==> src/design/dra_pkg.sv <==
/*
  Shared constants for the display-memory addressing and re-map block:
  opcodes, re-map field positions, reset values and scroll timing.
  Assumes a 200 MHz core clock and a byte stream already split into
  command and data bytes by the host port front end.
*/
package dra_pkg;
  // opcodes
  localparam logic [7:0] OP_SCROLL_SETUP = 8'h26;
  localparam logic [7:0] OP_SCROLL_STOP = 8'h2e;
  localparam logic [7:0] OP_SCROLL_GO = 8'h2f;
  localparam logic [7:0] OP_COL_WIN = 8'h15;
  localparam logic [7:0] OP_ROW_WIN = 8'h75;
  localparam logic [7:0] OP_CONTRAST = 8'h81;
  localparam logic [7:0] OP_RANGE_QTR = 8'h84;
  localparam logic [7:0] OP_RANGE_HALF = 8'h85;
  localparam logic [7:0] OP_RANGE_FULL = 8'h87;
  localparam logic [7:0] OP_REMAP = 8'ha0;

  // re-map byte fields
  localparam int RM_COL = 0;
  localparam int RM_COM = 1;
  localparam int RM_BIT = 2;
  localparam int RM_VERT = 3;
  localparam int RM_MONO = 4;
  localparam logic [4:0] REMAP_RESET = 5'h00;

  // scroll parameter fields
  localparam int SC_DIR = 4;
  localparam int SC_STEPS = 5;

  // current range codes
  localparam logic [1:0] RANGE_QTR = 2'h0;
  localparam logic [1:0] RANGE_HALF = 2'h1;
  localparam logic [1:0] RANGE_FULL = 2'h2;
  localparam logic [7:0] CONTRAST_RESET = 8'h00;

  // scroll interval: base step 20 ms, codes double it
  localparam int CLK_MHZ = 200;
  localparam int SCROLL_BASE_MS = 20;
  localparam int SCROLL_BASE_CYC = SCROLL_BASE_MS * 1000 * CLK_MHZ;

  typedef enum logic [1:0] {DRA_RANGE_Q, DRA_RANGE_H, DRA_RANGE_F, DRA_RANGE_X} dra_unused_t;
endpackage : dra_pkg

==> src/design/dra_scroll_timer.sv <==
/*
  Scroll tick generator: one pulse per column shift while enabled.
  Assumes the same clock and reset as the command block.
*/
module dra_scroll_timer
  import dra_pkg::*;
#(
  parameter int BASE_CYC = SCROLL_BASE_CYC
) (
  input wire logic clock,
  input wire logic rst,
  input wire logic enable,
  input wire logic [1:0] interval,
  output logic tick
);
  logic [31:0] cnt_q;
  logic [31:0] limit;

  // interval code doubles the base period per step
  assign limit = (BASE_CYC << interval) - 1;
  assign tick = enable && (cnt_q >= limit);

  // counter restarts whenever scrolling is stopped
  always_ff @(posedge clock) begin
    if (rst || !enable || tick) begin
      cnt_q <= '0;
    end else begin
      cnt_q <= cnt_q + 32'h1;
    end
  end
endmodule : dra_scroll_timer

==> src/design/dra_core.sv <==
/*
  Command interpreter and address generator for a 256x32 gray-scale
  display memory: scroll setup/stop/start, column and row windows with
  pointer advance, contrast, current range and the re-map byte.
  Assumes cmd_valid is a one-cycle strobe from the host port
  on this clock; mem_access pulses once per completed memory access.
*/
//////////////////////////////////////////////////////////////////////////
// How it works
// - opcode 26h then five scroll parameter bytes
// - seven-bit start column, five-bit start row
// - parameter five bit four picks direction
// - low bits pick shift interval
// - stop scrolls at once, no restore
// - start uses last loaded scroll setup
// - column window stores bounds, loads pointer
// - row window stores bounds, loads pointer
// - horizontal mode: column steps, wraps, row steps
// - vertical mode: row steps, wraps, column steps
// - row wraps to start after end row
// - eight-bit contrast level, linear current
// - quarter, half, full range; half at reset
// - gray mode column re-map reverses pairs
// - mono mode column re-map reverses order
// - common re-map flips scan direction
// - gray bit re-map swaps nibbles
// - mono bit re-map reverses bit order
// - re-map bit four selects mono mode
// - re-map byte clears to gray, horizontal
module dra_core
  import dra_pkg::*;
#(
  parameter int SCROLL_CYC = SCROLL_BASE_CYC
) (
  input wire logic clock,
  input wire logic rst,
  input wire logic [7:0] cmd_byte,
  input wire logic cmd_valid,
  input wire logic [7:0] data_in,
  input wire logic mem_access,
  output logic [6:0] col_ptr,
  output logic [4:0] row_ptr,
  output logic [7:0] data_mapped,
  output logic [6:0] seg_column,
  output logic [4:0] com_row,
  output logic [7:0] contrast_level,
  output logic [1:0] current_range,
  output logic col_remap,
  output logic com_remap,
  output logic bit_remap,
  output logic vert_incr,
  output logic mono_mode,
  output logic scroll_active,
  output logic scroll_dir_dec,
  output logic [6:0] scroll_col_start,
  output logic [6:0] scroll_col_end,
  output logic [4:0] scroll_row_start,
  output logic [4:0] scroll_row_end,
  output logic [1:0] scroll_interval,
  output logic scroll_tick
);
  //////////////////////////////////////////////////////////////////////////
  // parameter collection state
  typedef enum logic [2:0] {
    DRA_IDLE, DRA_SCROLL, DRA_COLWIN, DRA_ROWWIN, DRA_CONTRAST, DRA_REMAP
  } dra_state_t;

  dra_state_t state_q, state_d;
  logic [2:0] idx_q, idx_d;
  logic [7:0] sc_par_q [SC_STEPS - 1]; // fifth byte is used straight off the bus
  logic [6:0] col_start_q, col_end_q, col_q;
  logic [4:0] row_start_q, row_end_q, row_q;
  logic [7:0] contrast_q;
  logic [1:0] range_q;
  logic [4:0] remap_q;
  logic active_q;
  logic [6:0] sc_a_q, sc_c_q;
  logic [4:0] sc_b_q, sc_d_q;
  logic sc_dir_q;
  logic [1:0] sc_int_q;

  //////////////////////////////////////////////////////////////////////////
  // decode of the incoming byte
  logic is_idle, op_byte, par_byte, last_par;
  logic [2:0] par_count;
  assign is_idle = (state_q == DRA_IDLE);
  assign op_byte = cmd_valid && is_idle;
  assign par_byte = cmd_valid && !is_idle;
  assign par_count = (state_q == DRA_SCROLL) ? 3'(SC_STEPS) :
                     (state_q == DRA_COLWIN || state_q == DRA_ROWWIN) ? 3'h2 : 3'h1;
  assign last_par = par_byte && (idx_q == par_count - 3'h1);

  // next-state: opcode picks how many parameter bytes follow
  always_comb begin
    state_d = state_q;
    idx_d = idx_q;
    if (op_byte) begin
      idx_d = 3'h0;
      unique case (cmd_byte)
        OP_SCROLL_SETUP: state_d = DRA_SCROLL;
        OP_COL_WIN: state_d = DRA_COLWIN;
        OP_ROW_WIN: state_d = DRA_ROWWIN;
        OP_CONTRAST: state_d = DRA_CONTRAST;
        OP_REMAP: state_d = DRA_REMAP;
        default: state_d = DRA_IDLE; // single-byte or unknown opcode
      endcase
    end else if (last_par) begin
      state_d = DRA_IDLE;
      idx_d = 3'h0;
    end else if (par_byte) begin
      idx_d = idx_q + 3'h1;
    end
  end

  always_ff @(posedge clock) begin
    if (rst) begin
      state_q <= DRA_IDLE;
      idx_q <= 3'h0;
    end else begin
      state_q <= state_d;
      idx_q <= idx_d;
    end
  end

  //////////////////////////////////////////////////////////////////////////
  // scroll setup bytes, held aside until the fifth arrives
  logic scroll_load;
  assign scroll_load = last_par && (state_q == DRA_SCROLL);

  always_ff @(posedge clock) begin
    if (rst) begin
      for (int i = 0; i < SC_STEPS - 1; i++) sc_par_q[i] <= 8'h00;
    end else if (par_byte && state_q == DRA_SCROLL && !last_par) begin
      sc_par_q[idx_q[1:0]] <= cmd_byte;
    end
  end

  // window is latched whole so a running scroll never sees half a setup
  always_ff @(posedge clock) begin
    if (rst) begin
      sc_a_q <= 7'h00;
      sc_b_q <= 5'h00;
      sc_c_q <= 7'h00;
      sc_d_q <= 5'h00;
      sc_dir_q <= 1'b0;
      sc_int_q <= 2'h0;
    end else if (scroll_load) begin
      sc_a_q <= sc_par_q[0][6:0];
      sc_b_q <= sc_par_q[1][4:0];
      sc_c_q <= sc_par_q[2][6:0];
      sc_d_q <= sc_par_q[3][4:0];
      sc_dir_q <= cmd_byte[SC_DIR];
      sc_int_q <= cmd_byte[1:0];
    end
  end

  // start and stop; stop leaves memory as scrolled
  always_ff @(posedge clock) begin
    if (rst) begin
      active_q <= 1'b0;
    end else if (op_byte && cmd_byte == OP_SCROLL_STOP) begin
      active_q <= 1'b0;
    end else if (op_byte && cmd_byte == OP_SCROLL_GO) begin
      active_q <= 1'b1;
    end
  end

  dra_scroll_timer #(
    .BASE_CYC(SCROLL_CYC)
  ) u_timer (
    .clock(clock),
    .rst(rst),
    .enable(active_q),
    .interval(sc_int_q),
    .tick(scroll_tick)
  );

  //////////////////////////////////////////////////////////////////////////
  // contrast, range and re-map settings
  always_ff @(posedge clock) begin
    if (rst) begin
      contrast_q <= CONTRAST_RESET;
      range_q <= RANGE_HALF;
      remap_q <= REMAP_RESET;
    end else begin
      if (last_par && state_q == DRA_CONTRAST) contrast_q <= cmd_byte;
      if (last_par && state_q == DRA_REMAP) remap_q <= cmd_byte[4:0];
      if (op_byte && cmd_byte == OP_RANGE_QTR) range_q <= RANGE_QTR;
      if (op_byte && cmd_byte == OP_RANGE_HALF) range_q <= RANGE_HALF;
      if (op_byte && cmd_byte == OP_RANGE_FULL) range_q <= RANGE_FULL;
    end
  end

  //////////////////////////////////////////////////////////////////////////
  // window pointers
  logic win_col_start, win_col_end, win_row_start, win_row_end;
  logic col_at_end, row_at_end;
  logic vert;
  assign vert = remap_q[RM_VERT];
  assign win_col_start = par_byte && state_q == DRA_COLWIN && idx_q == 3'h0;
  assign win_col_end = last_par && state_q == DRA_COLWIN;
  assign win_row_start = par_byte && state_q == DRA_ROWWIN && idx_q == 3'h0;
  assign win_row_end = last_par && state_q == DRA_ROWWIN;
  assign col_at_end = (col_q == col_end_q);
  assign row_at_end = (row_q == row_end_q);

  // a window byte beats an access in the same cycle
  always_ff @(posedge clock) begin
    if (rst) begin
      col_start_q <= 7'h00;
      col_end_q <= 7'h7f;
      col_q <= 7'h00;
    end else if (win_col_start) begin
      col_start_q <= cmd_byte[6:0];
      col_q <= cmd_byte[6:0];
    end else if (win_col_end) begin
      col_end_q <= cmd_byte[6:0];
      col_q <= col_start_q;
    end else if (mem_access && !cmd_valid) begin
      if (!vert) begin
        col_q <= col_at_end ? col_start_q : col_q + 7'h1;
      end else if (row_at_end) begin
        col_q <= col_at_end ? col_start_q : col_q + 7'h1;
      end
    end
  end

  always_ff @(posedge clock) begin
    if (rst) begin
      row_start_q <= 5'h00;
      row_end_q <= 5'h1f;
      row_q <= 5'h00;
    end else if (win_row_start) begin
      row_start_q <= cmd_byte[4:0];
      row_q <= cmd_byte[4:0];
    end else if (win_row_end) begin
      row_end_q <= cmd_byte[4:0];
      row_q <= row_start_q;
    end else if (mem_access && !cmd_valid) begin
      if (vert) begin
        row_q <= row_at_end ? row_start_q : row_q + 5'h1;
      end else if (col_at_end) begin
        row_q <= row_at_end ? row_start_q : row_q + 5'h1;
      end
    end
  end

  //////////////////////////////////////////////////////////////////////////
  // data and address mapping toward the display memory
  logic [7:0] swapped, reversed;
  logic [6:0] col_max;
  assign swapped = {data_in[3:0], data_in[7:4]};
  genvar g;
  generate
    for (g = 0; g < 8; g++) begin : g_rev
      assign reversed[g] = data_in[7 - g];
    end
  endgenerate

  // mono packs 8 pixels per byte, so only 32 columns span the row
  assign col_max = remap_q[RM_MONO] ? 7'h1f : 7'h7f;

  logic [7:0] data_sel;
  assign data_sel = !remap_q[RM_BIT] ? data_in :
                    (remap_q[RM_MONO] ? reversed : swapped);

  always_ff @(posedge clock) begin
    if (rst) begin
      data_mapped <= 8'h00;
      seg_column <= 7'h00;
      com_row <= 5'h00;
    end else begin
      data_mapped <= data_sel;
      // column re-map reverses pair/group order
      seg_column <= remap_q[RM_COL] ? 7'(col_max - (col_q & col_max)) : (col_q & col_max);
      com_row <= remap_q[RM_COM] ? 5'(5'h1f - row_q) : row_q;
    end
  end

  //////////////////////////////////////////////////////////////////////////
  // outputs straight from registers
  assign col_ptr = col_q;
  assign row_ptr = row_q;
  assign contrast_level = contrast_q;
  assign current_range = range_q;
  assign col_remap = remap_q[RM_COL];
  assign com_remap = remap_q[RM_COM];
  assign bit_remap = remap_q[RM_BIT];
  assign vert_incr = remap_q[RM_VERT];
  assign mono_mode = remap_q[RM_MONO];
  assign scroll_active = active_q;
  assign scroll_dir_dec = sc_dir_q;
  assign scroll_col_start = sc_a_q;
  assign scroll_col_end = sc_c_q;
  assign scroll_row_start = sc_b_q;
  assign scroll_row_end = sc_d_q;
  assign scroll_interval = sc_int_q;
endmodule : dra_core

==> config.mk <==
export PLATFORM = sky130hd
export DESIGN_NAME = dra_core
export DESIGN_NICKNAME = d
export VERILOG_FILES = /design/src/design/dra_pkg.sv /design/src/design/dra_scroll_timer.sv /design/src/design/dra_core.sv
export SDC_FILE = /design/constraint.sdc
export NUM_CORES = 1
export LEC_CHECK = 0
export BUFFER_PORTS_ARGS = -buffer_cell sky130_fd_sc_hd__buf_4
export CAP_MARGIN = 10
export CORE_AREA = 5 5 138 140
export CTS_BUF_LIST = sky130_fd_sc_hd__clkbuf_8
export DETAILED_ROUTE_END_ITERATION = 12
export DIE_AREA = 0 0 143 145
export PLACE_DENSITY = 0.62
export SETUP_SLACK_MARGIN = 0.1
export SLEW_MARGIN = 20
export SYNTH_ARGS = -nofsm -noshare
export SYNTH_HDL_FRONTEND = slang
export SYNTH_SLANG_ARGS = --single-unit
==> constraint.sdc <==
create_clock -name clock -period 3.1 [get_ports clock]
set_input_delay 0.155 -clock clock [delete_from_list [all_inputs] [get_ports clock]]
set_output_delay 0.155 -clock clock [all_outputs]
set_load 0.02 [all_outputs]
After elaboration in Yosys (flattened, before gate mapping)

Memory sizes are Yosys's and may differ from the RTL's. A register that Yosys moved wholly into a read port is not among the register bits.
Cells that the tools add are included.
W data, S select, Z words.

ROM bits: 0
Bits in latches: 0
Logic and storage cells: 126
Output and inout bits: 76
Bits of input ports: 20
Memories kept: 1
Memory bits (writable): 32
Flip-flop bits (word level): 113

$lt $le $gt $ge: 1
Bitwise gates (word level): 3
Eq/ne operators: 19
Divide/modulo/power cells: 0
Reductions and logical operators: 42
Muxes and demuxes: 33
$add $sub $neg: 8
$mul: 0
Shifts and indexed selects: 1

Memory list:

| name     | depth | bits a word | read ports | clocked after Yosys merged registers in | wr ports | RTL line       | source |
|---|---|---|---|---|---|---|---|
| sc_par_q | 4     | 8           | 4          | 4                                       | 4        | dra_core.sv:70 | `logic [7:0] sc_par_q [SC_STEPS - 1];` |

Operator list:

| operator                | number |
|---|---|
| $mux W7                 | 8 |
| $eq A8 B8 Y1 const B    | 5 |
| $mux W5                 | 7 |
| $add A32 B1 Y32 const B | 1 |
| $ge A32 B32 Y1          | 1 |
| $shl A22 B2 Y32 const A | 1 |
| $sub A32 B2 Y32 const B | 1 |
| $eq A8 B6 Y1 const B    | 3 |
| $mux W8                 | 3 |
| $logic_and A1 B1 Y1     | 21 |
| $pmux W3 S5             | 1 |
| $mux W2                 | 5 |
| $mux W3                 | 3 |
| $reduce_bool A3 Y1      | 3 |
| $eq A8 B5 Y1 const B    | 1 |
| $eq A8 B7 Y1 const B    | 1 |
| $reduce_and A2 Y1       | 4 |
| $reduce_or A8 Y1        | 1 |
| $add A7 B1 Y7 const B   | 1 |
| $and A7 B7 Y7           | 1 |
| $eq A7 B7 Y1            | 1 |
| $sub A7 B7 Y7           | 1 |
| $eq A3 B2 Y1 const B    | 2 |
| $eq A3 B3 Y1 const B    | 2 |
| other kinds (17)        | 29 |

Longest topological paths before layout

Gate-level depths: netlist of the first run.

Depth in word-level cells: 14
Gate-level depth with buffers: 11

Cells and area by module

A second synthesis of the first run with hierarchy kept.

Cell total of the unflattened synthesis: 839
Area total of the unflattened synthesis: 7885.1 um2

By module, submodules not included:

| module           | cells each | times used | sequential area each (um2) | area each (um2) |
|---|---|---|---|---|
| dra_core         | 607        | 1          | 2822.7                     | 5821.8 |
| dra_scroll_timer | 232        | 1          | 640.6                      | 2063.2 |

Worst setup path after synthesis of the first run

Ideal clock, no wire load.

Kind: register -> output
Start: register sc_int_q[0], in the netlist scroll_interval[0]
End: output port scroll_tick
Path buffers: 1
Data arrival time: 2.385 ns
Stages on the path, launching flop included: 12
Setup slack: 0.560 ns
Cells stage by stage: dfxtp_1 > inv_1 > ha_1 > nand3_1 > nor3_1 > ha_1 > nand2_1 > nor3_1 > o21ai_0 > nand2_1 > clkbuf_1 > o21a_1

Cells in the longest elaborated chain, start to end: 4

RTL lines:

| what                   | RTL line               | source |
|---|---|---|
| from (decl)            | dra_core.sv:80         | `logic [1:0] sc_int_q;` |
| from (signal assigned) | dra_core.sv:153        | `sc_int_q <= cmd_byte[1:0];` |
| $shl A22 B2 Y32        | dra_scroll_timer.sv:20 | `assign limit = (BASE_CYC << interval) - 1;` |
| $sub A32 B2 Y32        | dra_scroll_timer.sv:20 |  |
| $ge A32 B32 Y1         | dra_scroll_timer.sv:21 | `assign tick = enable && (cnt_q >= limit);` |
| $logic_and A1 B1 Y1    | dra_scroll_timer.sv:21 |  |
| to (decl)              | dra_core.sv:60         | `output logic scroll_tick` |

No other way between the ends.

Final worst setup path of the first run

Ends and elaborated chain as after synthesis.

==> results.toml, run 1 <==
[cells_and_area]
num_antenna_cells = 0
layoutNonFillerInstCount = 1148
finalNetCount = 957
areaGrowthSynthToFinish_pct = 16.9
layout-drive-gt1-share_pct = 17.8
fill_cells = 1696
ff_latch_area_mm2 = 0.00347
layout_common_cells = "135 x dfxtp_1, 106 x buf_4, 70 x nor2_1, 56 x nand2_1, 52 x mux2i_1"
multi_input_area_mm2 = 0.00401
final_common_cell = "dfxtp_1"

[placed_design]
place_ws_ps = 360
dp_hpwl_um = 13300
routabilityCongestion = 0.837
dp_cells = 1105
portBuffers = 95

[clock_tree]
cts.sinks = 161
cts_root_buf = "clkbuf_8"
cts_inserted_buffers = 17
clockBufferDepth = 2
clock_latency_ps = 450
htree_levels = 4
clkTransAtPathRegs_ps = 80
tritoncts = "built"

[sta]
max_slew.worst_pin.slew_ps = 799
skew_ps = 14.0
fin_ws_ps = 378
fin_hold_ws_ps = 55.9
fin_crit_sh_pct = 87.8
maxSlewHeadroom_pct = 46.6
slew_viol_final = 0
rsz0062_at_grt = "false"
final-setup-viol-count = 0
fin_crit_ps = 2720
final-hold-violation-count = 0
fmax_mhz = 367
timing.setup.tns_ps = 0

[synthesis]
synthFlopType = "dfxtp_1"
ys_types = 69
synthArstFlopShare_pct = 0
yosysSeqAreaShare_pct = 44.5
synth_seq_cells = 161
synth_edf_count = 24
synth_area_per_cell_um2 = 9.47
syn_area_mm2 = 0.00779
syn_inst = 823
ys_warn_count = 0

[route]
num_vias = 6273
wl_per_cell_um = 17.0
wl_met2_um = 9420
drt_iter0_drc = 306
drc = 0
wl_met3_um = 879
ant_nets = 0
routed_wl_um = 19500
top_layer_used = "met4"
wl_met1_um = 8890
drt_pass1_iterations = 5
viasPerCell = 5.46

[worst_setup_path]
cpLargestDelayFamily = "simple AND/OR/NAND/NOR gates"
ff2ff_path_depth = 12
slowest_stage = "dfxtp_2"
worstPathMaxFanout = 7
slowest_delay_ps = 400
end_kind = "primary output"
critPathKind = "reg -> out"
path_common_cell = "ha_1"
crit_required_ps = 2940
worst-path-buf-inv = 2
cp.depth = 11
arrival_ps = 2570
critical_path.startpoint_type = "flop"
path_cells = "inv_1 > ha_1 > nand3_1 > nor3_2 > ha_1 > nand2_1 > nor3_1 > nand4_1 > a21oi_2 > o21a_1 > buf_4"

[floorplan]
die_area_mm2 = 0.0207
io_pins = 96
rows = 49
start_util_pct = 44.0
coreArea_mm2 = 0.0177
die_y_um = 145
dieWidth_um = 143

[global_route]
overflow = 0
grt_pass1_vias = 6144
track_usage_pct = 19.1
antenna_found_initial = 0
grt_pass1_wl_um = 32200
grt_max_degree = 52

[run_status]
outcome = "complete, no violations"

[power]
power_density_mw_per_mm2 = 432
ir_worst_vdd_uv = 273
power_mw = 3.94
p_leak_nw = 3.63

[flow_run]
drv_cap = 0

[min_path]
hold-path-cell-count = 3
worstHoldPathType = "in -> reg"
==> repair_timing <==
action / CTS / global route
setup buffers: 1 / 1
hold buffers: 9 / 0
pin swaps: 0 / 1
resized for setup: 1 / 4
setup endpoints to repair: 1 / 14
hold endpoints to repair: 9 / 0
==> cells in the mapped netlist (3+ instances only) <==
cell type	count	area [um^2]
nor2_1	70	263
buf_4	7	52.6
dfxtp_1	137	2740
o211ai_1	4	30.0
nor4_1	35	219
a21oi_1	43	215
and4_1	5	43.8
o31ai_1	10	75.1
nor3_2	3	30.0
clkbuf_1	34	128
buf_2	9	45.0
a21o_1	4	30.0
nand3_1	44	220
and2_1	17	106
ha_1	31	388
a32oi_1	4	35.0
nor3_1	18	90.1
xor2_1	28	245
buf_6	4	45.0
o21ai_0	29	145
nand4_1	16	100
nand2_1	57	214
or3_1	3	18.8
a311oi_1	5	43.8
a211oi_1	11	82.6
mux2i_1	52	521
xnor2_1	29	254
a22oi_1	3	22.5
nor2b_1	7	43.8
nor4_4	3	63.8
and3_1	10	62.6
inv_1	16	60.1
edfxtp_1	24	721
or2_2	5	31.3
==> worst paths after layout <==
path                 startpoint  slack (ps)           endpoint
max          scroll_interval[0]         380        scroll_tick
min                 cmd_byte[6]          60     col_start_q[6]
max reg2reg  scroll_interval[0]         580  u_timer.cnt_q[20]
min reg2reg      col_start_q[3]         460     col_start_q[3]
==> worst min-delay path, cell delays in order <==
cell and delay [ps]:
buf_4 170, nand2_1 70, a21oi_1 50
==> registers in the layout, summed over array words and instances, names as in the netlist, 3 cells and up <==
signal and cells:
scroll_col_start 7, remap_q 5, seg_column 7, data_mapped 8
scroll_row_start 5, scroll_row_end 5, row_start_q 5, row_ptr 5
sc_par_q 24, idx_q 3, col_end_q 7, u_timer.cnt_q 32
com_row 5, col_start_q 7, state_q 3, col_ptr 7
row_end_q 5, scroll_col_end 7, contrast_level 8
==> through the flow <==
step	util, %	instance area (um^2)
2_1_floorplan	-	7810
3_3_place_gp	48.5	8600
4_1_cts	51.3	9090
6_report	51.4	9110
5_1_grt	51.4	9110
3_5_place_dp	48.5	8600
==> layout make-up <==
class                           instances  share of cell area [%]
Multi-Input combinational cell        594                    44.0
Timing Repair Buffer                  115                    9.73
Tap cell                              229                    3.15
Sequential cell                       161                    38.0
Clock buffer                           18                    2.72
Clock inverter                         14                    1.62
Inverter                               17                   0.701
==> where the power goes <==
group / switching, mW / internal, mW / leakage [nW]
Clock: 0.746 / 0.799 / 0.203
Sequential: 0.0234 / 2.14 / 1.36
Combinational: 0.140 / 0.0846 / 2.07
Total: 0.909 / 3.03 / 3.63
==> routing by layer <==
layer / vias to the layer above / global-route usage [%]
li1: 3116 / -
met1: 3003 / 24.9
met2: 133 / 31.4
met3: 21 / 4.57
met4: 0 / 5.61
met5: - / 0
==> cell families after synthesis <==
logic type	synth area share (%)
xor gates and xnor gates	6.41
adders and majority gates	4.98
other	0.0964
buffers and inverters	4.38
DFF	44.5
and+or+nand+nor	21.8
muxes	6.87
AOI/OAI and AO/OA	11.0
No activity file was read; power rests on OpenSTA's default activity.
==> run 2, diff against run 1 <==
--- a/config.mk
+++ b/config.mk
@@ -11,6 +11,8 @@
 export CTS_BUF_LIST = sky130_fd_sc_hd__clkbuf_8
 export DETAILED_ROUTE_END_ITERATION = 12
 export DIE_AREA = 0 0 143 145
+export GPL_TIMING_DRIVEN = 0
+export MAX_ROUTING_LAYER = met4
 export PLACE_DENSITY = 0.62
 export SETUP_SLACK_MARGIN = 0.1
 export SLEW_MARGIN = 20
==> run 2 against run 1 <==
Clock power up 8%. Largest cell class unchanged. First-iteration DRC count up 19%. Count of clock-buffer cells in the layout decreased by 1. Combinational power increased by 11%. Clock skew rose by 1.9 ps. Worst setup slack got worse by 170 ps.
==> results.toml, run 2 (synthesized netlist as in run 1, its figures left out) <==
[worst_setup_path]
r2r_slack_ps = 360
end_kind = "primary output"
startpoint = "scroll_interval[1]"
worst-path-buf-inv = 3
slowest_stage = "dfxtp_4"
arrival_ps = 2740
path_cells = "clkinvlp_4 > ha_2 > nand3_1 > nor3_2 > ha_1 > a21oi_2 > o21ai_1 > a31oi_2 > nand2_2 > buf_6 > o21a_1 > buf_4"
worstPathMaxFanout = 7
crit_required_ps = 2940
critical_path.startpoint_type = "flop"
slowest_delay_ps = 410
reg2reg_from = "scroll_interval[1]"
cpLargestDelayFamily = "compound AO/OA/AOI/OAI gates"
critPathKind = "reg -> out"

[min_path]
worstHoldStart = "cmd_byte[2]"
worstHoldPathType = "in -> reg"

[route]
drc = 0
viasPerCell = 5.45
top_layer_used = "met4"
drt_pass1_iterations = 5
wl_met1_um = 9380
drt_iter0_drc = 363
wl_met3_um = 1130
wl_per_cell_um = 17.2
wl_met2_um = 9870
ant_nets = 0
num_vias = 6563
routed_wl_um = 20700

[floorplan]
dieWidth_um = 143
io_pins = 96
rows = 49
start_util_pct = 44.0
coreArea_mm2 = 0.0177
die_y_um = 145
die_area_mm2 = 0.0207

[power]
ir_worst_vdd_uv = 257
p_leak_nw = 3.79
power_density_mw_per_mm2 = 431

[cells_and_area]
num_antenna_cells = 0
layout_common_cells = "135 x dfxtp_1, 112 x buf_4, 70 x nor2_1, 56 x nand2_1, 52 x mux2i_1"
largestRegisters = "u_timer.cnt_q x32, sc_par_q x24"
areaGrowthSynthToFinish_pct = 21.7
largest_reg_flops = 32
final_common_cell = "dfxtp_1"
layoutNonFillerInstCount = 1205
layout-drive-gt1-share_pct = 20.3
finalNetCount = 1014
utilization_pct = 53.5
top_register = "u_timer.cnt_q"

[clock_tree]
cts_inserted_buffers = 17
htree_levels = 4
clock_latency_ps = 460
tritoncts = "built"
cts_root_buf = "clkbuf_8"
clkTransAtPathRegs_ps = 100
clockBufferDepth = 2
cts.sinks = 161

[global_route]
grt_max_degree = 17
antenna_found_initial = 0
grt_pass1_vias = 6370
grt_pass1_wl_um = 33600
overflow = 0
track_usage_pct = 20.8

[sta]
final-setup-viol-count = 0
slew_viol_final = 0
fin_crit_ps = 2890
fin_hold_ws_ps = 106
timing.setup.tns_ps = 0
fmax_mhz = 346
maxSlewHeadroom_pct = 47.9
rsz0062_at_grt = "true"
fin_crit_sh_pct = 93.2
final-hold-violation-count = 0
max_slew.worst_pin.slew_ps = 782
skew_ps = 15.9

[placed_design]
portBuffers = 93
dp_hpwl_um = 14700
routabilityCongestion = 0.908
dp_cells = 1150

[flow_run]
drv_cap = 0

[run_status]
outcome = "complete, no violations"
-- run 2: worst paths after layout --
| path | cells past startpoint | endpoint |
|---|---|---|
| worst max-delay path | 12 | scroll_tick |
| worst min-delay path | 4 | state_q[2] |
| worst max register to register | 13 | u_timer.cnt_q[13] |
| worst min register to register | 2 | col_start_q[3] |
-- run 2: power breakdown --
| group | switching (mW) | internal [mW] | leakage, nW |
|---|---|---|---|
| combinational | 0.158 | 0.0915 | 2.23 |
| sequential | 0.0155 | 2.14 | 1.36 |
| clock | 0.856 | 0.823 | 0.206 |
-- run 2: area by class of cell --
type / count / area [um^2]
sequential: 161 / 3470
clock buffer: 17 / 234
timing repair buffer: 116 / 896
fill: 1620 / 8240
clock inverter: 15 / 198
tap: 229 / 287
buffer: 56 / 289
multi-input combinational: 594 / 4040
inverter: 17 / 67.6
-- run 2: stage by stage --
| stage | cell area [um^2] | power [mW] | worst slack (ps) |
|---|---|---|---|
| floorplan | 7810 | 2.34 | 560 |
| global placement | 8790 | 2.44 | 163 |
| detailed placement | 8790 | 2.45 | 171 |
| CTS | 9380 | 4.13 | 122 |
| global route | 9480 | 4.26 | 6.14 |
| finish | 9480 | 4.09 | 209 |
-- run 2: worst register-to-register path, stage by stage, from the launching register on --
cell,delay [ps]
dfxtp_4,410
clkinvlp_4,140
ha_2,200
nand3_1,110
nor3_2,50
ha_1,340
a21oi_2,160
o21ai_1,100
a31oi_2,230
nand2_2,90
buf_4,140
buf_4,150
clkbuf_1,220
nor4_1,330
-- run 2: per-layer routing --
layer  vias up  GRT usage [%]
met1      3129           27.7
met4         0           6.13
li1       3229              -
met3        20           4.21
met2       185           32.2
met5         -              -
-- run 2: repair_timing --
action / in CTS / in global routing
resized for setup: 9 / 13
buffers inserted: 4 / 9
pin swaps: 2 / 4
endpoints found under the hold margin: 10 / 0
hold buffers: 10 / 0
setup endpoints to repair: 1 / 1
